[src/hdl/rss_defines.vh]
// register offsets, field positions, reset values and counts for the
// reset strap sampler; definitions only, included by the sampler module.
`ifndef RSS_DEFINES_VH
`define RSS_DEFINES_VH

// register byte offsets
`define RSS_OFF_CTRL        8'h00
`define RSS_OFF_MOTOR       8'h04
`define RSS_OFF_TESTOUT     8'h08
`define RSS_OFF_STATUS      8'h0C

// control register fields
`define RSS_CTRL_FOCUS_BIT  0
`define RSS_CTRL_SWLED_BIT  1
`define RSS_CTRL_PMIC_BIT   2
`define RSS_CTRL_RESET      3'h0

// motor register fields
`define RSS_MOTOR_EN_BIT    0
`define RSS_MOTOR_DATA_LSB  1
`define RSS_MOTOR_DATA_MSB  4
`define RSS_MOTOR_RESET     5'h00

// test output register
`define RSS_TESTOUT_RESET   7'h00

// status register fields
`define RSS_STAT_STRAP_MSB  6
`define RSS_STAT_VALID_BIT  8
`define RSS_STAT_TEST_BIT   9
`define RSS_STAT_AUTO_BIT   10
`define RSS_STAT_REFHI_BIT  11

// strap positions in the captured word
`define RSS_STRAP_AUTOINIT  5
`define RSS_STRAP_PLL_REFERENCE_CLOCK    6
`define RSS_TEST_MASK       7'h1F

// reference clock assumptions in kHz, pin low and pin high
`define RSS_PLL_REFERENCE_CLOCK_LOW_KHZ  16670
`define RSS_PLL_REFERENCE_CLOCK_HIGH_KHZ 48670

// cycles after reset release before the synchroniser output is trusted
`define RSS_CAPTURE_WAIT    2'h3

`endif

[src/hdl/rss_strap_sampler.v]
// reset strap sampler: captures the multipurpose pins at reset release,
// then drives them as test or focus-motor outputs; also holds LED PWM high when idle.
// assumes one 25 MHz clock hclk, AHB-Lite slave with a single master.
//
// The register offsets and the AHB-Lite slave port are this design's own decisions.
`timescale 1ns/10ps
`default_nettype none
`include "rss_defines.vh"

// Functional notes
// - sample pins at release, then drive
// - weak pulldown gives low when open
// - pin zero is motor driver enable
// - pins one..four motor data, LSB first
// - auto-init strap picks flash or I2C
// - reference strap selects PLL frequency
// - LED PWM forced high when idle
module rss_strap_sampler #(
  parameter LED_CH = 3
) (
  input  wire              hclk,
  input  wire              hresetn,
  // ahb-lite slave
  input  wire              hsel,
  input  wire [7:0]        haddr,
  input  wire [1:0]        htrans,
  input  wire              hwrite,
  input  wire [2:0]        hsize,
  input  wire [31:0]       hwdata,
  input  wire              hready,
  output wire              hreadyout,
  output wire              hresp,
  output wire [31:0]       hrdata,
  // multipurpose pins
  input  wire              multipurpose_pin_zero_i,
  output wire              multipurpose_pin_zero_o,
  output wire              multipurpose_pin_zero_oe,
  input  wire              multipurpose_pin_one_i,
  output wire              multipurpose_pin_one_o,
  output wire              multipurpose_pin_one_oe,
  input  wire              multipurpose_pin_two_i,
  output wire              multipurpose_pin_two_o,
  output wire              multipurpose_pin_two_oe,
  input  wire              multipurpose_pin_three_i,
  output wire              multipurpose_pin_three_o,
  output wire              multipurpose_pin_three_oe,
  input  wire              multipurpose_pin_four_i,
  output wire              multipurpose_pin_four_o,
  output wire              multipurpose_pin_four_oe,
  input  wire              multipurpose_pin_five_i,
  output wire              multipurpose_pin_five_o,
  output wire              multipurpose_pin_five_oe,
  input  wire              pll_reference_clock_select_strap_i,
  output wire              pll_reference_clock_select_strap_o,
  output wire              pll_reference_clock_select_strap_oe,
  output wire              pin_pulldown_en,
  // decoded straps
  output wire              straps_valid,
  output wire              test_mode_en,
  output wire              flash_autoinit_en,
  output wire              i2c_flash_prog_en,
  output wire              pll_reference_clock_high,
  // led path
  input  wire              led_driver_enable,
  input  wire              led_sequence_active,
  input  wire [LED_CH-1:0] led_pwm_in,
  output wire [LED_CH-1:0] led_pwm_out
);

  localparam NPIN     = 7;
  localparam ST_WAIT  = 2'h0;
  localparam ST_CAPT  = 2'h1;
  localparam ST_RUN   = 2'h2;

  // ----------------------------------------------------------------
  // pin synchronisers
  // ----------------------------------------------------------------
  wire [NPIN-1:0] pin_in;
  reg  [NPIN-1:0] sync1_q;
  reg  [NPIN-1:0] sync2_q;
  reg  [NPIN-1:0] sync3_q;

  assign pin_in = {pll_reference_clock_select_strap_i, multipurpose_pin_five_i, multipurpose_pin_four_i,
                   multipurpose_pin_three_i, multipurpose_pin_two_i, multipurpose_pin_one_i,
                   multipurpose_pin_zero_i};

  genvar gp;
  generate
    for (gp = 0; gp < NPIN; gp = gp + 1) begin : g_sync
      always @(posedge hclk or negedge hresetn) begin
        if (!hresetn) begin
          sync1_q[gp] <= 1'b0;
          sync2_q[gp] <= 1'b0;
          sync3_q[gp] <= 1'b0;
        end else begin
          sync1_q[gp] <= pin_in[gp];
          sync2_q[gp] <= sync1_q[gp];
          sync3_q[gp] <= sync2_q[gp];
        end
      end
    end
  endgenerate

  // ----------------------------------------------------------------
  // capture sequencer
  // ----------------------------------------------------------------
  reg [1:0]      state_q;
  reg [1:0]      state_d;
  reg [1:0]      wait_q;
  reg [1:0]      wait_d;
  reg [NPIN-1:0] strap_q;
  reg            valid_q;
  wire           stable;

  // a capture counts only once stages two and three agree on every pin
  assign stable = (sync2_q == sync3_q);

  always @* begin
    state_d = state_q;
    wait_d  = wait_q;
    case (state_q)
      ST_WAIT: begin
        wait_d = wait_q + 2'h1;
        if (wait_q == `RSS_CAPTURE_WAIT - 2'h1) begin
          state_d = ST_CAPT;
        end
      end
      ST_CAPT: begin
        if (stable) begin
          state_d = ST_RUN;
        end
      end
      ST_RUN: begin
        state_d = ST_RUN;
      end
      default: begin
        state_d = ST_WAIT;
        wait_d  = 2'h0;
      end
    endcase
  end

  always @(posedge hclk or negedge hresetn) begin
    if (!hresetn) begin
      state_q <= ST_WAIT;
      wait_q  <= 2'h0;
      strap_q <= {NPIN{1'b0}};
      valid_q <= 1'b0;
    end else begin
      state_q <= state_d;
      wait_q  <= wait_d;
      if (state_q == ST_CAPT && stable) begin
        strap_q <= sync3_q;
        valid_q <= 1'b1;
      end
    end
  end

  // ----------------------------------------------------------------
  // strap decode
  // ----------------------------------------------------------------
  // pulldown held on while sampling
  assign pin_pulldown_en          = ~valid_q;
  assign straps_valid             = valid_q;
  // any high test-select strap enters test mode
  assign test_mode_en             = valid_q & (|(strap_q & `RSS_TEST_MASK));
  assign flash_autoinit_en        = valid_q & ~strap_q[`RSS_STRAP_AUTOINIT];
  assign i2c_flash_prog_en        = valid_q &  strap_q[`RSS_STRAP_AUTOINIT];
  assign pll_reference_clock_high = strap_q[`RSS_STRAP_PLL_REFERENCE_CLOCK];

  // ----------------------------------------------------------------
  // ahb-lite slave
  // ----------------------------------------------------------------
  reg  [2:0]  ctrl_q;
  reg  [4:0]  motor_q;
  reg  [6:0]  testout_q;
  reg  [31:0] rdata_q;
  reg         wr_pend_q;
  reg  [7:0]  wr_addr_q;
  wire        addr_phase;
  reg  [31:0] rd_mux;

  // zero wait state: every transfer finishes in its first data cycle
  assign hreadyout  = 1'b1;
  assign hresp      = 1'b0;
  assign hrdata     = rdata_q;
  assign addr_phase = hsel & htrans[1] & hready;

  always @* begin
    rd_mux = 32'h0000_0000;
    case (haddr)
      `RSS_OFF_CTRL: begin
        rd_mux[2:0] = ctrl_q;
      end
      `RSS_OFF_MOTOR: begin
        rd_mux[4:0] = motor_q;
      end
      `RSS_OFF_TESTOUT: begin
        rd_mux[6:0] = testout_q;
      end
      `RSS_OFF_STATUS: begin
        rd_mux[`RSS_STAT_STRAP_MSB:0] = strap_q;
        rd_mux[`RSS_STAT_VALID_BIT]   = valid_q;
        rd_mux[`RSS_STAT_TEST_BIT]    = test_mode_en;
        rd_mux[`RSS_STAT_AUTO_BIT]    = flash_autoinit_en;
        rd_mux[`RSS_STAT_REFHI_BIT]   = pll_reference_clock_high;
      end
      default: begin
        rd_mux = 32'h0000_0000;
      end
    endcase
  end

  always @(posedge hclk or negedge hresetn) begin
    if (!hresetn) begin
      wr_pend_q <= 1'b0;
      wr_addr_q <= 8'h00;
      rdata_q   <= 32'h0000_0000;
    end else begin
      wr_pend_q <= addr_phase & hwrite;
      if (addr_phase) begin
        wr_addr_q <= haddr;
      end
      // read data sampled in the address phase, stands in the data phase
      if (addr_phase && !hwrite) begin
        rdata_q <= rd_mux;
      end
    end
  end

  always @(posedge hclk or negedge hresetn) begin
    if (!hresetn) begin
      ctrl_q    <= `RSS_CTRL_RESET;
      motor_q   <= `RSS_MOTOR_RESET;
      testout_q <= `RSS_TESTOUT_RESET;
    end else if (wr_pend_q) begin
      case (wr_addr_q)
        `RSS_OFF_CTRL: begin
          ctrl_q <= hwdata[2:0];
        end
        `RSS_OFF_MOTOR: begin
          motor_q <= hwdata[4:0];
        end
        `RSS_OFF_TESTOUT: begin
          testout_q <= hwdata[6:0];
        end
        default: begin
          ctrl_q <= ctrl_q;
        end
      endcase
    end
  end

  // ----------------------------------------------------------------
  // pin drive
  // ----------------------------------------------------------------
  reg  [NPIN-1:0] pin_out_q;
  reg  [NPIN-1:0] pin_oe_q;
  wire            focus_on;

  assign focus_on = ctrl_q[`RSS_CTRL_FOCUS_BIT];

  always @(posedge hclk or negedge hresetn) begin
    if (!hresetn) begin
      pin_out_q <= {NPIN{1'b0}};
      pin_oe_q  <= {NPIN{1'b0}};
    end else begin
      pin_oe_q <= {NPIN{valid_q}};
      if (focus_on) begin
        pin_out_q[0] <= motor_q[`RSS_MOTOR_EN_BIT];
        pin_out_q[4:1] <= motor_q[`RSS_MOTOR_DATA_MSB:`RSS_MOTOR_DATA_LSB];
        pin_out_q[6:5] <= testout_q[6:5];
      end else begin
        pin_out_q <= testout_q;
      end
    end
  end

  assign multipurpose_pin_zero_o   = pin_out_q[0];
  assign multipurpose_pin_one_o    = pin_out_q[1];
  assign multipurpose_pin_two_o    = pin_out_q[2];
  assign multipurpose_pin_three_o  = pin_out_q[3];
  assign multipurpose_pin_four_o   = pin_out_q[4];
  assign multipurpose_pin_five_o   = pin_out_q[5];
  assign pll_reference_clock_select_strap_o     = pin_out_q[6];
  assign multipurpose_pin_zero_oe  = pin_oe_q[0];
  assign multipurpose_pin_one_oe   = pin_oe_q[1];
  assign multipurpose_pin_two_oe   = pin_oe_q[2];
  assign multipurpose_pin_three_oe = pin_oe_q[3];
  assign multipurpose_pin_four_oe  = pin_oe_q[4];
  assign multipurpose_pin_five_oe  = pin_oe_q[5];
  assign pll_reference_clock_select_strap_oe    = pin_oe_q[6];

  // ----------------------------------------------------------------
  // led pwm forcing
  // ----------------------------------------------------------------
  reg  [LED_CH-1:0] led_q;
  wire              led_force;

  assign led_force = ~ctrl_q[`RSS_CTRL_PMIC_BIT] &
                     (~led_driver_enable | ~ctrl_q[`RSS_CTRL_SWLED_BIT] | ~led_sequence_active);

  genvar gl;
  generate
    for (gl = 0; gl < LED_CH; gl = gl + 1) begin : g_led
      always @(posedge hclk or negedge hresetn) begin
        if (!hresetn) begin
          led_q[gl] <= 1'b1;
        end else begin
          led_q[gl] <= led_force | led_pwm_in[gl];
        end
      end
    end
  endgenerate

  assign led_pwm_out = led_q;

endmodule

`default_nettype wire

[config.mk]
export PLATFORM = sky130hd
export DESIGN_NAME = rss_strap_sampler
export DESIGN_NICKNAME = d
export VERILOG_FILES = /design/src/hdl/rss_strap_sampler.v
export VERILOG_INCLUDE_DIRS = /design/src /design/src/hdl
export SDC_FILE = /design/constraint.sdc
export NUM_CORES = 1
export LEC_CHECK = 0
export ABC_AREA = 1
export BUFFER_PORTS_ARGS = -buffer_cell sky130_fd_sc_hd__buf_2
export CAP_MARGIN = 20
export CORE_ASPECT_RATIO = 0.5
export CORE_MARGIN = 5
export CORE_UTILIZATION = 50
export DETAILED_ROUTE_END_ITERATION = 10
export GPL_ROUTABILITY_DRIVEN = 1
export PLACE_DENSITY = 0.8
export SLEW_MARGIN = 20
export SYNTH_ARGS = -nofsm -noshare
export SYNTH_HDL_FRONTEND = slang
export SYNTH_SLANG_ARGS = --single-unit
[constraint.sdc]
create_clock -name hclk -period 1.42 [get_ports hclk]
set_input_delay 0.071 -clock hclk [delete_from_list [all_inputs] [get_ports hclk]]
set_output_delay 0.071 -clock hclk [all_outputs]
set_load 0.05 [all_outputs]
# Word level (Yosys, flattened, before mapping)
# Cells that the tools add are included.
[op_classes]
add_sub_neg = 1
eq_ne = 11
mux = 9
bitwise_logic = 18
n_reduce_logical = 12
[op_table]
columns = ["cell", "count"]
rows = [
  ["$eq A8 B4 Y1 const B", 3],
  ["$eq A8 B3 Y1 const B", 2],
  ["$logic_not A8 Y1", 2],
  ["$pmux W2 S3", 2],
  ["$pmux W3 S4", 1],
  ["$pmux W2 S2", 2],
  ["$reduce_and A2 Y1", 4],
  ["$and A1 B1 Y1", 7],
  ["$eq A7 B7 Y1", 1],
  ["$not A1 Y1", 6],
  ["$mux W5", 1],
  ["$or A1 B1 Y1", 5],
  ["$reduce_or A5 Y1", 1],
  ["$eq A2 B2 Y1 const B", 2],
  ["$mux W2", 2],
  ["$mux W4", 1],
  ["$ne A2 B2 Y1 const B", 2],
  ["$add A2 B1 Y2 const B", 1],
  ["$eq A2 B1 Y1 const B", 1],
  ["$logic_and A1 B1 Y1", 2],
  ["$logic_not A2 Y1", 1],
  ["$reduce_or A2 Y1", 1],
  ["$logic_not A1 Y1", 1],
]
[totals]
reg_bits = 79
in_bits = 62
output_inout_bits = 57
wordCells = 87

# Depth between registers and ports, before layout
[depth]
word_depth = 5
depth_mapped = 10
depth_no_buf = 9

# Worst setup path after synthesis
# OpenSTA, ideal clock, no wires.
[synth_path]
path_type = "register -> output"
startpoint = "register valid_q, in the netlist straps_valid"
endpoint = "output flash_autoinit_en"
arrival_ns = 1.785
required_ns = 1.349
setup_slack_ns = -0.436
stages_incl_launch_ff = 3
path_buffers = 0
path_cell_list = "dfrtp_1 -> inv_1 -> nor2_1"
[synth_between]
elab_chain_len = 1
[synth_rtl]
columns = ["item", "line_no", "rtl"]
rows = [
  ["start: declaration", "rss_strap_sampler.v:112", "reg valid_q;"],
  ["start signal: assignment", "rss_strap_sampler.v:148", "valid_q <= 1'b0;"],
  ["start signal: assignment", "rss_strap_sampler.v:154", "valid_q <= 1'b1;"],
  ["$and A1 B1 Y1", "rss_strap_sampler.v:167", "assign flash_autoinit_en = valid_q & ~strap_q[`RSS_STRAP_AUTOINIT];"],
  ["end: declaration", "rss_strap_sampler.v:60", "output wire flash_autoinit_en,"],
]
# No other way between the ends.

# Final worst setup path
[layout_path]
startpoint = "register strap_q[4]"
endpoint = "output test_mode_en"
[layout_between]
elab_chain_len = 2
[layout_rtl]
columns = ["item", "line_no", "rtl"]
rows = [
  ["start: declaration", "rss_strap_sampler.v:111", "reg [NPIN-1:0] strap_q;"],
  ["start signal: assignment", "rss_strap_sampler.v:147", "strap_q <= {NPIN{1'b0}};"],
  ["start signal: assignment", "rss_strap_sampler.v:153", "strap_q <= sync3_q;"],
  ["$reduce_or A5 Y1", "rss_strap_sampler.v:166", "assign test_mode_en = valid_q & (|(strap_q & `RSS_TEST_MASK));"],
  ["$and A1 B1 Y1", "rss_strap_sampler.v:166", ""],
  ["end: declaration", "rss_strap_sampler.v:59", "output wire test_mode_en,"],
]
# No other way between the ends.

==> flow_metrics.py <==
metrics = {
    "status": {
        "status": "finished with violations",
        "violations": "negative setup slack",
    },
    "synth": {
        "synth.distinct_cells": 33,
        "synth-seq-cells": 79,
        "avgSynthCellArea_um2": 9.52,
        "synth_area_um2": 3480,
        "yosysWarnings": 0,
        "netlist_instances": 366,
        "synth_seq_area_share_pct": 56.8,
    },
    "setup_path": {
        "cp-start-kind": "flop",
        "rr_endpoint": "testout_q[5]",
        "required_ps": 1350,
        "worstPathArrival_ps": 1490,
        "cp_max_fo": 3,
        "r2r-start": "wr_addr_q[7]",
        "reg2reg_depth": 7,
        "worstSetupPathType": "flop to primary output",
        "r2r_slack_ps": 80,
        "cp-end-kind": "primary output",
    },
    "global_route": {
        "grt-ovfl-total": 0,
        "grt_pass1_wl_um": 11000,
        "grt_pass1_vias": 2296,
        "use_met2_pct": 25.3,
        "grt_max_degree": 35,
        "grt_use_met3_pct": 7.56,
        "grt_most_used_layer": "met2",
        "grtUsageMet1_pct": 19.9,
        "antenna_found_initial": 0,
        "grt_use_total_pct": 16.0,
    },
    "die": {
        "die_w_um": 128,
        "start_util_pct": 51.8,
        "die_h_um": 69.0,
        "io_pins": 119,
        "rows": 21,
        "die_area_um2": 8840,
        "core-area_um2": 6730,
    },
    "clock_tree": {
        "cts_buffers": 9,
        "clock_path_buffers": 2,
        "path_clk_slew_ps": 50,
        "cts_sinks": 79,
        "clkLatencyLatePin_ps": 330,
        "cts_tree": "yes",
        "clock-root-buffer": "clkbuf_16",
        "htreeDepth": 3,
    },
    "place": {
        "port_buffers": 66,
        "dp_hpwl_um": 4840,
        "gp_congestion": 0.784,
        "post-place-ws_ps": 33.6,
    },
    "power": {
        "power_uw": 6610,
        "peakVddDrop_mv": 0.709,
        "p_leak_uw": 0.00231,
        "p_per_area_nw_per_um2": 1510,
    },
    "cells_and_area": {
        "num-fill-cells": 564,
        "drive_gt1_share_pct": 32.1,
        "area_growth_pct": 25.5,
        "layout_commonest_cell": "nand2_1",
        "final_cell_mix": "94 x nand2_1, 75 x dfrtp_1, 64 x buf_2, 35 x inv_1, 23 x conb_1",
        "final_nets": 522,
        "utilization_pct": 65.0,
        "antennaDiodeCount": 0,
    },
    "sta": {
        "clock.fmax_mhz": 641,
        "hold_violations": 0,
        "period_needed_ps": 1560,
        "whs_ps": 15.9,
        "timing.final.crit_share_pct": 110,
        "rsz0062_at_grt": "true",
        "finalSetupViolCount": 1,
        "slew_violations": 0,
        "setup_slack_ps": -140,
        "finalClockSkew_ps": 5.02,
        "setup_tns_ps": -140,
    },
    "routing": {
        "wirelength_um": 6780,
        "dr.pass1.iters": 4,
        "vias": 2574,
        "drcViolationCount": 0,
        "drtIter0Drc": 145,
        "viasPerCell": 4.65,
        "antenna_left": 0,
        "wire_per_inst_um": 12.3,
    },
    "worst_hold_path": {
        "hold_start": "hwdata[3]",
        "min_to": "testout_q[3]",
        "holdPathStages": 3,
        "worstHoldPathType": "primary input to flop",
    },
    "run": {
        "max_cap_viol_count": 0,
    },
}
==> synthesized netlist by cell type (all sizes together) <==
| cell type | instances | share of area [%] |
|---|---|---|
| a21oi | 2 | 0.29 |
| dfrtp | 76 | 55 |
| o21bai | 1 | 0.22 |
| dfstp | 3 | 2.3 |
| nand4 | 2 | 0.54 |
| nor2 | 20 | 2.7 |
| nand3 | 25 | 3.9 |
| or2 | 1 | 0.18 |
| a31oi | 1 | 0.18 |
| buf | 34 | 7.4 |
| a31o | 1 | 0.25 |
| o21ai | 36 | 6.7 |
| inv | 45 | 4.8 |
| nor3b | 1 | 0.22 |
| ha | 4 | 1.4 |
| nand2 | 98 | 11 |
| nor4 | 1 | 0.18 |
| clkbuf | 2 | 0.22 |
| and3 | 1 | 0.18 |
| nor3 | 5 | 1.1 |
| conb | 2 | 0.22 |
| mux2 | 5 | 1.6 |
==> worst max-delay path by stage <==
stage	startpoint	to	slack, ps
2_1_floorplan	straps_valid	test_mode_en	-80
3_3_place_gp	strap_q[3]	test_mode_en	70
3_5_place_dp	sync3_q[3]	strap_q[6]	30
4_1_cts	strap_q[3]	test_mode_en	-130
5_1_grt	strap_q[4]	test_mode_en	-260
6_report	strap_q[4]	test_mode_en	-140
==> per-layer routing <==
metal	vias up	share of wire [%]
li1	1282	-
met1	1209	42
met2	76	49
met3	7	7.7
met4	0	1.0
met5	-	0
==> worst max-delay path, stage by stage, from the launching register on <==
cell and delay, ps:
dfrtp_1 400, nor3_1 160, nor3b_2 230, or2_4 160, clkinvlp_4 70, buf_6 140
==> power breakdown <==
group          total (uW)  internal, uW  switching [uW]
Clock                2070          1280             794
Combinational        1730           534            1200
Sequential           2810          2570             239
==> state kept, by name, indices dropped and copies added (netlist names) <==
register and cells:
hrdata 11, straps_valid 1, sync1_q 7, sync2_q 7
wr_addr_q 8, state_q 2, strap_q 7, testout_q 7
motor_q 5, wait_q 2, pin_out_q 7, sync3_q 7
wr_pend_q 1, ctrl_q 3, led_pwm_out 3, pin_oe_q 1
==> cell type report <==
type,count,area [um^2],share of cell area (%)
multi-input combinational,228,1220,27.9
clock inverter,1,5.00,0.114
sequential,79,1980,45.3
inverter,45,176,4.04
tap,92,115,2.63
clock buffer,15,268,6.12
timing repair buffer,93,604,13.8
==> per-stage QoR <==
step / cells / instance area, um^2
floorplan: 387 / 3580
global placement: 518 / 3850
detailed placement: 518 / 3850
CTS: 551 / 4300
global route: 553 / 4370
finish: 553 / 4370
==> repair_timing <==
| item | 4_1_cts | 5_1_grt |
|---|---|---|
| gates cloned | 0 | 1 |
| pin swaps | 1 | 5 |
| hold endpoints to repair | 45 | 0 |
| setup buffers | 2 | 1 |
| hold buffers | 15 | 0 |
| gates resized for setup | 3 | 11 |
| endpoints found under the setup margin | 1 | 18 |
==> logic make-up (layout without fill, tap and decap cells) <==
logic type      Yosys count  count (layout)  synth area share, %
other cells               2              23                0.216
fa+ha+maj                 4               4                 1.44
simple gates            154             155                 19.8
flops                    79              79                 56.8
buf+inv                  81             154                 12.5
mux                       5               5                 1.62
compound gates           41              41                 7.61
Power figures use the tool's default switching activity.
